[config.mk]
export PLATFORM = sky130hd
export DESIGN_NAME = fcsp_core
export DESIGN_NICKNAME = d
export VERILOG_FILES = /design/src/core/fcsp_pkg.sv /design/src/core/fcsp_core.sv
export SDC_FILE = /design/constraint.sdc
export NUM_CORES = 1
export LEC_CHECK = 0
export ABC_AREA = 1
export BUFFER_PORTS_ARGS = -buffer_cell sky130_fd_sc_hd__buf_2
export CAP_MARGIN = 10
export CORE_ASPECT_RATIO = 0.7
export CORE_MARGIN = 2
export CORE_UTILIZATION = 35
export DETAILED_ROUTE_END_ITERATION = 8
export GPL_TIMING_DRIVEN = 0
export SYNTH_ARGS = -nofsm -noshare
export SYNTH_HDL_FRONTEND = slang
export SYNTH_SLANG_ARGS = --single-unit
export TNS_END_PERCENT = 50
[constraint.sdc]
create_clock -name I_CLK -period 10.75 [get_ports I_CLK]
set_input_delay 1.6125 -clock I_CLK [delete_from_list [all_inputs] [get_ports I_CLK]]
set_output_delay 1.6125 -clock I_CLK [all_outputs]
set_load 0.02 [all_outputs]
[src/core/fcsp_pkg.sv]
/*
 * Package for the filter control serial port: register indices, field
 * positions, reset values, frame layout and timing counts.
 * Assumes a 20 MHz system clock sampling the serial pins.
 */
package fcsp_pkg;

    localparam int          CLK_HZ        = 20_000_000;
    localparam int          FRAME_BITS    = 32;
    localparam int          DATA_BITS     = 24;
    localparam int          ADDR_BITS     = 5;
    localparam int          CSEL_BITS     = 3;
    localparam logic [2:0]  OWN_CSEL      = 3'h5;

    // register indices
    localparam logic [4:0]  REG_PTR       = 5'h00;
    localparam logic [4:0]  REG_CALCTL    = 5'h01;
    localparam logic [4:0]  REG_FINEBW    = 5'h03;
    localparam logic [4:0]  REG_CALSTB    = 5'h04;
    localparam logic [4:0]  REG_CALPER    = 5'h05;
    localparam logic [4:0]  REG_MEASADJ   = 5'h06;
    localparam logic [4:0]  REG_STATUS    = 5'h08;
    localparam logic [4:0]  REG_FUSEWEN   = 5'h0B;
    localparam logic [4:0]  REG_FUSEIDX   = 5'h0C;
    localparam logic [4:0]  REG_FUSESTB   = 5'h0D;
    localparam logic [4:0]  REG_FUSEVAL   = 5'h0A;

    // field positions
    localparam int          PTR_SRST_BIT  = 5;
    localparam int          CAL_EN_BIT    = 1;
    localparam int          CAL_DBL_BIT   = 5;
    localparam int          ST_BUSY_BIT   = 4;
    localparam int          ST_FUSE_BIT   = 5;
    localparam int          FUSE_USE_BIT  = 13;
    localparam int          FUSE_WEN_BIT  = 0;

    // reset values
    localparam logic [23:0] RST_WORD      = 24'h000000;

    // timing
    localparam int          POR_US        = 250;
    localparam int          POR_CYC       = POR_US * (CLK_HZ / 1_000_000);
    localparam int          CAL_CYC       = 64;
    localparam int          FUSE_CYC      = 16;

    typedef enum logic [1:0] {
        CAL_IDLE = 2'b00,
        CAL_RUN  = 2'b01,
        CAL_DONE = 2'b11
    } cal_state_t;

    typedef struct packed {
        logic       sen_n;
        logic       sck;
        logic       serial_data_in;
    } serial_in_t;

    typedef struct packed {
        logic [23:0] data;
        logic [4:0]  addr;
        logic [2:0]  csel;
    } frame_t;

endpackage : fcsp_pkg

[src/core/fcsp_core.sv]
/*
 * Filter control serial port: four-wire serial slave, indirect register
 * file, calibration sequencer, fuse programming and soft reset.
 * Assumes the serial pins are asynchronous to I_CLK and that the serial
 * clock is well below a quarter of I_CLK; the calibration result comes
 * from the analog measurement on I_CAL_RESULT.
 */
`timescale 1ns/1ns
// Function
// - writing zero to register 04h starts a calibration cycle.
// - busy bit in status stays high while calibration runs.
// - result shown in status 3:0 and copied into fine bandwidth register.
// - host may override fine bandwidth; written value is then used.
// - status bit 5 shows active write pulse; host waits for zero.
// - programming sets a fuse bit to one permanently; here fuse_ff survives soft reset but I_ARST_N clears it.
// - a write to register 0Dh launches a fuse write pulse when 0Bh bit 0 is set and no pulse is active.
// - fuse settings apply only when fuse-use bit 13 is programmed.
// - writing one then zero to register 00h bit 5 gives soft reset.
// - registers return to defaults about 250 us after power up.
// - frame carries 3-bit chip select; device answers only to 101.
// - each cycle returns register addressed by pointer before the cycle.
// - write data commits only when the enable line returns high.
// - device samples input data on rising serial clock edges.
// - a frame is 32 serial clocks with enable low, MSB first.
// - frame is 24 data, 5 address, 3 chip select bits.
// - output released when not addressed; driven after being addressed.
// - frame with foreign chip select changes no register.
module fcsp_core #(
    parameter int POR_CYCLES = fcsp_pkg::POR_CYC
) (
    input  wire logic              I_CLK,
    input  wire logic              I_ARST_N,
    input  wire fcsp_pkg::serial_in_t I_SER,
    input  wire logic [3:0]        I_CAL_RESULT,
    output logic                   O_SERIAL_DATA_OUT,
    output logic                   O_SERIAL_DATA_OUT_OE,
    output logic [3:0]             O_FINE_BW,
    output logic                   O_CLK_DOUBLER,
    output logic                   O_CAL_ENABLE,
    output logic                   O_FUSE_PULSE,
    output logic                   O_READY
);
    import fcsp_pkg::*;

    // reset release through two flops
    logic        rst_s1_ff;
    logic        rst_n;
    always_ff @(posedge I_CLK or negedge I_ARST_N) begin
        if (!I_ARST_N) begin
            rst_s1_ff <= 1'b0;
            rst_n     <= 1'b0;
        end else begin
            rst_s1_ff <= 1'b1;
            rst_n     <= rst_s1_ff;
        end
    end

    // two-flop synchronisers for pins; first stage read only by second
    serial_in_t  sync1_ff;
    serial_in_t  sync2_ff;
    logic        sck_d_ff;
    logic        sen_d_ff;
    always_ff @(posedge I_CLK or negedge rst_n) begin
        if (!rst_n) begin
            sync1_ff <= '{sen_n: 1'b1, sck: 1'b0, serial_data_in: 1'b0};
            sync2_ff <= '{sen_n: 1'b1, sck: 1'b0, serial_data_in: 1'b0};
            sck_d_ff <= 1'b0;
            sen_d_ff <= 1'b1;
        end else begin
            sync1_ff <= I_SER;
            sync2_ff <= sync1_ff;
            sck_d_ff <= sync2_ff.sck;
            sen_d_ff <= sync2_ff.sen_n;
        end
    end

    logic sck_rise;
    logic sen_rise;
    assign sck_rise = sync2_ff.sck & ~sck_d_ff & ~sync2_ff.sen_n;
    assign sen_rise = sync2_ff.sen_n & ~sen_d_ff;

    // analog result is asynchronous; resample before the sequencer
    logic [3:0]  cres_s1_ff;
    logic [3:0]  cres_s2_ff;
    always_ff @(posedge I_CLK or negedge rst_n) begin
        if (!rst_n) begin
            cres_s1_ff <= 4'h0;
            cres_s2_ff <= 4'h0;
        end else begin
            cres_s1_ff <= I_CAL_RESULT;
            cres_s2_ff <= cres_s1_ff;
        end
    end

    // register state
    logic [23:0] ptr_ff,     nxt_ptr;
    logic [23:0] calctl_ff,  nxt_calctl;
    logic [3:0]  finebw_ff,  nxt_finebw;
    logic [23:0] calper_ff,  nxt_calper;
    logic [23:0] measadj_ff, nxt_measadj;
    logic        fwen_ff,    nxt_fwen;
    logic [3:0]  fidx_ff,    nxt_fidx;
    logic [15:0] fuse_ff,    nxt_fuse;
    logic [3:0]  calres_ff,  nxt_calres;
    cal_state_t  cal_ff,     nxt_cal;
    logic [6:0]  calcnt_ff,  nxt_calcnt;
    logic [4:0]  fcnt_ff,    nxt_fcnt;
    logic        srst_ff,    nxt_srst;
    logic [31:0] shin_ff,    nxt_shin;
    logic [31:0] shout_ff,   nxt_shout;
    logic [5:0]  bitcnt_ff,  nxt_bitcnt;
    logic        addr_ff,    nxt_addr;
    logic [23:0] porcnt_ff,  nxt_porcnt;
    logic        ready_ff,   nxt_ready;

    frame_t      frm;
    logic        commit;
    logic        soft_rst;
    logic [23:0] rd_word;
    logic [23:0] status;
    assign frm    = shin_ff;
    // frame counted complete only at exactly 32 bits and our own code
    assign commit = sen_rise && bitcnt_ff == 6'(FRAME_BITS)
                    && frm.csel == OWN_CSEL && ready_ff;

    // soft reset: bit 5 was one, now written zero
    assign soft_rst = commit && frm.addr == REG_PTR && srst_ff
                      && !frm.data[PTR_SRST_BIT];

    assign status = {18'h0, (fcnt_ff != 5'h0),
                     (cal_ff == CAL_RUN), calres_ff};

    // read mux, addressed by pointer as it stands
    always_comb begin
        case (ptr_ff[4:0])
            REG_PTR:     rd_word = ptr_ff;
            REG_CALCTL:  rd_word = calctl_ff;
            REG_FINEBW:  rd_word = {20'h0, finebw_ff};
            REG_CALPER:  rd_word = calper_ff;
            REG_MEASADJ: rd_word = measadj_ff;
            REG_STATUS:  rd_word = status;
            REG_FUSEVAL: rd_word = {8'h0, fuse_ff};
            REG_FUSEWEN: rd_word = {23'h0, fwen_ff};
            REG_FUSEIDX: rd_word = {20'h0, fidx_ff};
            default:     rd_word = RST_WORD;
        endcase
    end

    // serial shifter next state
    always_comb begin
        nxt_shin   = shin_ff;
        nxt_shout  = shout_ff;
        nxt_bitcnt = bitcnt_ff;
        nxt_addr   = addr_ff;
        if (sync2_ff.sen_n) begin
            nxt_bitcnt = 6'h00;
            // preload answer; pointer is still the pre-cycle value
            nxt_shout  = {rd_word, ptr_ff[4:0], OWN_CSEL};
        end else if (sck_rise) begin
            nxt_shin  = {shin_ff[30:0], sync2_ff.serial_data_in};
            if (bitcnt_ff != 6'h00)
                nxt_shout = {shout_ff[30:0], 1'b0};
            if (bitcnt_ff != 6'h3F)
                nxt_bitcnt = bitcnt_ff + 6'h01;
        end
        // addressed state: driven from a good frame until a foreign one;
        // frames ahead of the power-up settle must not claim the line
        if (sen_rise && bitcnt_ff == 6'(FRAME_BITS) && ready_ff)
            nxt_addr = frm.csel == OWN_CSEL;
    end

    // register file, calibration and fuse next state
    always_comb begin
        nxt_ptr     = ptr_ff;
        nxt_calctl  = calctl_ff;
        nxt_finebw  = finebw_ff;
        nxt_calper  = calper_ff;
        nxt_measadj = measadj_ff;
        nxt_fwen    = fwen_ff;
        nxt_fidx    = fidx_ff;
        nxt_fuse    = fuse_ff;
        nxt_calres  = calres_ff;
        nxt_cal     = cal_ff;
        nxt_calcnt  = calcnt_ff;
        nxt_fcnt    = fcnt_ff;
        nxt_srst    = srst_ff;
        nxt_porcnt  = porcnt_ff;
        nxt_ready   = ready_ff;
        // power-up settle before registers answer
        if (!ready_ff) begin
            if (porcnt_ff == 24'(POR_CYCLES - 1))
                nxt_ready = 1'b1;
            else
                nxt_porcnt = porcnt_ff + 24'h1;
        end
        if (commit) begin
            case (frm.addr)
                REG_PTR: begin
                    nxt_ptr  = frm.data;
                    nxt_srst = frm.data[PTR_SRST_BIT];
                end
                REG_CALCTL:  nxt_calctl  = frm.data;
                REG_FINEBW:  nxt_finebw  = frm.data[3:0];
                REG_CALPER:  nxt_calper  = frm.data;
                REG_MEASADJ: nxt_measadj = frm.data;
                REG_FUSEWEN: nxt_fwen    = frm.data[FUSE_WEN_BIT];
                REG_FUSEIDX: nxt_fidx    = frm.data[3:0];
                REG_CALSTB: begin
                    if (frm.data == RST_WORD && cal_ff != CAL_RUN) begin
                        nxt_cal    = CAL_RUN;
                        nxt_calcnt = 7'h00;
                    end
                end
                REG_FUSESTB: begin
                    if (fwen_ff && fcnt_ff == 5'h0) begin
                        nxt_fcnt = 5'(FUSE_CYC);
                        nxt_fuse = fuse_ff | (16'h1 << fidx_ff);
                    end
                end
                default: ;
            endcase
        end
        // fuse write pulse duration
        if (fcnt_ff != 5'h0)
            nxt_fcnt = fcnt_ff - 5'h1;
        // calibration sequencer
        case (cal_ff)
            CAL_IDLE: ;
            CAL_RUN: begin
                if (calcnt_ff == 7'(CAL_CYC - 1)) begin
                    nxt_cal    = CAL_DONE;
                    nxt_calres = cres_s2_ff;
                end else begin
                    nxt_calcnt = calcnt_ff + 7'h01;
                end
            end
            CAL_DONE: begin
                nxt_finebw = calres_ff;
                nxt_cal    = CAL_IDLE;
            end
            default: nxt_cal = CAL_IDLE;
        endcase
    end

    // soft reset clears all but fuses, power-up counter and serial port
    always_ff @(posedge I_CLK or negedge rst_n) begin
        if (!rst_n) begin
            fuse_ff    <= 16'h0000;
            fcnt_ff    <= 5'h00;
            porcnt_ff  <= 24'h000000;
            ready_ff   <= 1'b0;
            shin_ff    <= 32'h00000000;
            shout_ff   <= 32'h00000000;
            bitcnt_ff  <= 6'h00;
            addr_ff    <= 1'b0;
        end else begin
            fuse_ff    <= nxt_fuse;
            fcnt_ff    <= nxt_fcnt;
            porcnt_ff  <= nxt_porcnt;
            ready_ff   <= nxt_ready;
            shin_ff    <= nxt_shin;
            shout_ff   <= nxt_shout;
            bitcnt_ff  <= nxt_bitcnt;
            addr_ff    <= nxt_addr;
        end
    end

    always_ff @(posedge I_CLK or negedge rst_n) begin
        if (!rst_n) begin
            ptr_ff     <= RST_WORD;
            calctl_ff  <= RST_WORD;
            finebw_ff  <= 4'h0;
            calper_ff  <= RST_WORD;
            measadj_ff <= RST_WORD;
            fwen_ff    <= 1'b0;
            fidx_ff    <= 4'h0;
            calres_ff  <= 4'h0;
            cal_ff     <= CAL_IDLE;
            calcnt_ff  <= 7'h00;
            srst_ff    <= 1'b0;
        end else if (soft_rst) begin
            ptr_ff     <= RST_WORD;
            calctl_ff  <= RST_WORD;
            finebw_ff  <= 4'h0;
            calper_ff  <= RST_WORD;
            measadj_ff <= RST_WORD;
            fwen_ff    <= 1'b0;
            fidx_ff    <= 4'h0;
            calres_ff  <= 4'h0;
            cal_ff     <= CAL_IDLE;
            calcnt_ff  <= 7'h00;
            srst_ff    <= 1'b0;
        end else begin
            ptr_ff     <= nxt_ptr;
            calctl_ff  <= nxt_calctl;
            finebw_ff  <= nxt_finebw;
            calper_ff  <= nxt_calper;
            measadj_ff <= nxt_measadj;
            fwen_ff    <= nxt_fwen;
            fidx_ff    <= nxt_fidx;
            calres_ff  <= nxt_calres;
            cal_ff     <= nxt_cal;
            calcnt_ff  <= nxt_calcnt;
            srst_ff    <= nxt_srst;
        end
    end

    // outputs, all registered
    logic [3:0]  bw_sel;
    // stored fine code takes over only once the use flag is burnt
    assign bw_sel = fuse_ff[FUSE_USE_BIT] ? fuse_ff[3:0] : finebw_ff;
    always_ff @(posedge I_CLK or negedge rst_n) begin
        if (!rst_n) begin
            O_SERIAL_DATA_OUT    <= 1'b0;
            O_SERIAL_DATA_OUT_OE <= 1'b0;
            O_FINE_BW            <= 4'h0;
            O_CLK_DOUBLER        <= 1'b0;
            O_CAL_ENABLE         <= 1'b0;
            O_FUSE_PULSE         <= 1'b0;
            O_READY              <= 1'b0;
        end else begin
            O_SERIAL_DATA_OUT    <= shout_ff[31];
            O_SERIAL_DATA_OUT_OE <= addr_ff && !sync2_ff.sen_n
                                    ? 1'b1 : addr_ff;
            O_FINE_BW            <= bw_sel;
            O_CLK_DOUBLER        <= calctl_ff[CAL_DBL_BIT];
            O_CAL_ENABLE         <= calctl_ff[CAL_EN_BIT];
            O_FUSE_PULSE         <= fcnt_ff != 5'h0;
            O_READY              <= ready_ff;
        end
    end

endmodule : fcsp_core

* Yosys cells after proc, flatten, opt, wreduce, memory -nomap -nowiden *
Cells that the tools add are included.

cells by class
  add/sub/neg operators = 4
  equal/unequal tests = 24
  shift-type cells = 1
  multiplexer cells = 55
  bitwise operators = 9
  reduce and logical (&&, ||, !) cells = 50

operator list
  kind                                              count
  two-way mux 24 bit                                12
  case mux 24 bit (9 select lines)                  1
  two-way mux 32 bit                                3
  two-way mux 4 bit                                 11
  two-way mux 7 bit                                 6
  == test 5 x 4 -> 1 bit, second input constant     7
  nonzero test 2 bit                                15
  == test 5 x 3 -> 1 bit, second input constant     5
  adder 24 x 1 -> 24 bit, second input constant     1
  == test 24 x 13 -> 1 bit, second input constant   1
  logical NOT 24 bit                                1
  AND reduction 2 bit                               12
  two-way mux 5 bit                                 4
  two-way mux 6 bit                                 3
  OR 16 bit                                         1
  left shift 1 x 4 -> 16 bit, first input constant  1
  logical NOT 5 bit                                 3
  == test 5 x 1 -> 1 bit, second input constant     2
  == test 5 x 2 -> 1 bit, second input constant     2
  logical AND 1 bit                                 10
  two-way mux 2 bit                                 5
  two-way mux 1 bit                                 9
  adder 7 x 1 -> 7 bit, second input constant       1
  == test 7 x 6 -> 1 bit, second input constant     1
  other kinds (17)                                  26

word-level totals
  flip-flop bits (word level) = 264
  bits of input ports = 9
  logic and storage cells = 181

* Logic depth before layout (Yosys ltp) *
  word-level depth = 10
  depth in mapped cells = 13

* Worst setup path before layout *
OpenSTA, ideal clock, no wires.

  path kind = reg2out
  start point = register O_CAL_ENABLE
  end point = output O_CAL_ENABLE
  arrival time = 0.416 ns
  data required time = 9.137 ns
  path slack = 8.721 ns
  stages on the path, launching flop included = 1
  cell sequence = dfrtp_1

RTL lines
  what                    line              RTL
  from (decl)             fcsp_core.sv:39   output logic O_CAL_ENABLE,
  from (signal assigned)  fcsp_core.sv:327  O_CAL_ENABLE <= calctl_ff[CAL_EN_BIT];

No word-level cell between the ends.

* Final worst setup path *
  start point = register O_READY
  end point = output O_READY

RTL lines
  what                    line              RTL
  from (decl)             fcsp_core.sv:41   output logic O_READY
  from (signal assigned)  fcsp_core.sv:329  O_READY <= ready_ff;

No word-level cell between the ends.

==> metrics list <==
- Max-cap violations in this run came to 0.
* Setup repair after global routing missed its margin: false
* Worst path slowest cell: sky130_fd_sc_hd__dfrtp_1
* Yosys synthesis warning count: 0
- Post-detailed-placement half-perimeter wirelength: 22800 um
- STA puts the critical path data required time at 9.14 ns.
* Number of standard-cell rows in the floorplan: 56
* Type of element launching the critical path: flip-flop
* Post-Synthesis Net Count: 1452
- Global routing used approximately 18% of the available tracks across all layers.
- Once the clock tree was built, the resizer swapped 0 gates to a different size.
- Number of H-tree levels: 1
* Average size of a mapped cell: 8.30 um^2
- Xor and xnor area share after synthesis: 1.47%
- CTS placed an instance of sky130_fd_sc_hd__clkbuf_16 at the clock tree root.
- Counting flops and latches in the post-synthesis netlist gives ~260.
* Netlist Area Pre-Place: 11900 um^2
* Count of unique library cells instantiated by Yosys: 38
- Once the floorplan was initialized, standard cells occupied 35.6% of the core.
- Of the total synthesized cell area, the portion taken by full adders, half adders and majority gates is 0.524%.
- CTS clk-pin slew, worst paths: 0.06 ns
* Tightest Hold Check Type: flip-flop to asynchronous set/reset pin
- Violation count after the first detailed-route iteration: between 800 and 900
- Critical path fanouts, max: 1
- Wire length on met2: 12300 um
- Leaving out fill and tap cells, the most frequent cells in the layout are sky130_fd_sc_hd__nand2_1 (481), sky130_fd_sc_hd__dfrtp_1 (259), sky130_fd_sc_hd__o21ai_0 (123).
* Part of the Yosys area used for sequential elements: 55.2%
* Ant diodes: 0
- Clock Tree Buf Depth: 3
- For this run, design rule violations remaining after detail routing come to 0.
* Final critical-path required period: 2.68 ns
- The number of max-slew violations in the final report was 0.
- Average via count per standard cell: approximately 5
- CTS tree: yes
- The detailed router put a total of 16700 um of wire on met1.
* Final setup viols: 0
* Number of antenna violations at the first check in global routing: 0
* GRT overflow: 0
- Summing all multi-input logic gate instances after layout gives 4650 um^2.
- Of the cells placed in the final design, the portion with a size suffix greater than 1 is 9.47%.
- For the worst setup path, the data arrival time is 1.07 ns.
- At the pin with the least slew margin, the transition time is 0.898 ns.
- DIE WIDTH: ~220 um
- After floorplanning, the core was sized to cover 33600 um^2.
* Clock sinks: 263
- Clock buffer count from CTS: 27
- Height of the chip: around 160 um
- After filler insertion, the fill cell instance count of the layout stands at 3379.
* Ratio of total power to cell area: roughly 160 nW/um^2
* Most common library cell in the layout ignoring fill and taps: sky130_fd_sc_hd__nand2_1
* Run status: complete, no violations
* Worst IR Drop VDD: 123 uV
* Worst path top cell family by delay: flip-flops
* Fraction of the core area covered by cells at the end of the flow: 40.6%
- The via count of the first global-routing pass is 9196.
- The first detailed-routing pass ran for 7 iterations.
- After synthesis, the largest family of logic cells by area is simple AND/OR/NAND/NOR gates.
- Post-CTS Repair Setup Buffers: 0
- At the later pin of the worst-skew pair, clock insertion delay measures approximately 0.56 ns.
* Top metal layer carrying routed signals: met4
- Final routed wire length divided by cell count: between 15 and 20 um
* Met3 wire length: approximately 1900 um
- Detailed routing inserted a total of ~9700 vias.
- Hold buffer count at cts: 0
- Highest clock frequency the design can meet: 373 MHz
- Input/output buffers: 18
* Synthesized-area fraction occupied by ao, oa, aoi and oai cells: 11.1%
- Largest net degree at the start of global routing: 69
* First-pass GRT wire length: 51100 um
* Multiplexer share of the synthesized area: 0%
- The number of hold violations in the final report came to 0.
- The net count of the finished layout is between 1500 and 2000.
* Layout Area Growth over Synthesis: 14.2%
* Critical path type: flip-flop to output pin
- Between clock sinks in the finished design, the worst skew comes to roughly 0.017 ns.
- In this design, the stage delay of the slowest critical-path cell is 0.37 ns.
- Counting both buffers and inverters, the worst setup path holds a total of 1.
- Cells after Synth: 1438
- Of the total synthesized cell area, the portion taken by AND, OR, NAND and NOR gates is 25.9%.
* Ys async rst share: 100%
- The worst path uses 24.9% of the clock period.
* Wire length reported by the detailed router: ~31000 um
- Worst path cell trace: buf_2
- Measured against its own limit, the worst slew margin works out to 39.6%.
- Setup TNS Final: 0 ns
* Area of all sequential standard cells: between 6000 and 7000 um^2
* Number of synthesized flops with an enable pin: 0
- Final weighted congestion in routability-driven placement: 0.844
* Area of the die: 35600 um^2
- Top_reg_cell synth: sky130_fd_sc_hd__dfrtp_1
* Leak pwr: 6.18 nW
* Number of I/O pins: 19
* Post-route antenna net violation count: 0
- STA classifies the critical path endpoint as an output pin.
-- power breakdown --
| part | internal [W] | switching [W] |
|---|---|---|
| Clock | 0.000586 | 0.000409 |
| Sequential | 0.00102 | 0.0000232 |
| Combinational | 0.0000344 | 0.0000807 |
-- metal layers --
layer / vias up / GRT usage [%]
li1: 4770 / -
met3: 31 / 3.60
met1: 4732 / 29.7
met5: - / 0
met2: 205 / 24.8
met4: 0 / 3.34
-- cells in the mapped netlist, drive strengths merged, types with 3 or more instances --
library cell | number | area [um^2]
a21oi | 40 | 200
o21ai | 198 | 1040
o22ai | 6 | 37.5
nand3 | 57 | 303
clkbuf | 27 | 101
nor3 | 18 | 95.1
nand2 | 484 | 1820
xor2 | 18 | 158
nand4 | 45 | 282
dfrtp | 260 | 6510
clkinv | 6 | 22.5
nor4 | 3 | 18.8
inv | 87 | 329
or2 | 3 | 18.8
o21bai | 5 | 37.5
buf | 37 | 246
nor2 | 127 | 507
ha | 5 | 62.6
dfstp | 3 | 78.8
-- cell families after synthesis --
group / Yosys count
AOI/OAI and AO/OA: 250
xor gates and xnor gates: 20
adders and majority gates: 5
buffers and inverters: 157
DFF: 263
other: 1
and+or+nand+nor: 742
-- path summary, 6_finish.rpt --
kind	startpoint	to	slack [ns]	cells past startpoint
max reg2reg	sync2_ff[2]	fuse_ff[11]	8.38	6
max in group asynchronous	rst_n	sen_d_ff	9.36	2
min reg2reg	rst_n	O_FINE_BW[2]	0.31	0
max	O_READY	O_READY	8.07	1
min	rst_n	O_FINE_BW[2]	0.31	0
min in group I_CLK	sync1_ff[0]	sync2_ff[0]	0.35	0
-- registers in the layout, summed over array words and instances, names as in the netlist, 2 cells and up --
register / cells
calres_ff: 4
cres_s1_ff: 4
calper_ff: 24
measadj_ff: 24
finebw_ff: 4
bitcnt_ff: 6
frm: 32
fidx_ff: 4
cres_s2_ff: 4
cal_ff: 2
O_FINE_BW: 4
ptr_ff: 24
sync2_ff: 3
fuse_ff: 16
calctl_ff: 24
calcnt_ff: 7
sync1_ff: 3
porcnt_ff: 24
shout_ff: 32
fcnt_ff: 5
-- per-stage QoR --
stage	setup slack, ns	hold slack [ns]	instance area, um^2	total power, W	instances
5_1_grt	8.03	0.351	13600	0.00224	1945
6_report	8.07	0.310	13600	0.00215	1945
4_1_cts	8.03	0.337	13600	0.00218	1945
3_3_place_gp	-0.321	0.336	12600	0.00117	1891
3_5_place_dp	8.40	0.328	12700	0.00118	1895
2_1_floorplan	2.88	0.331	11900	0.00114	1438
-- final cells by class --
cell class	count	area share, %
sequential	263	48.4
multi-input combinational	1018	34.1
clock buffer	33	5.42
tap	435	3.99
inverter	93	2.58
buffer	64	2.55
clock inverter	17	1.49
timing repair buffer	22	1.47
Note: power is estimated with default switching activity, not from simulation.
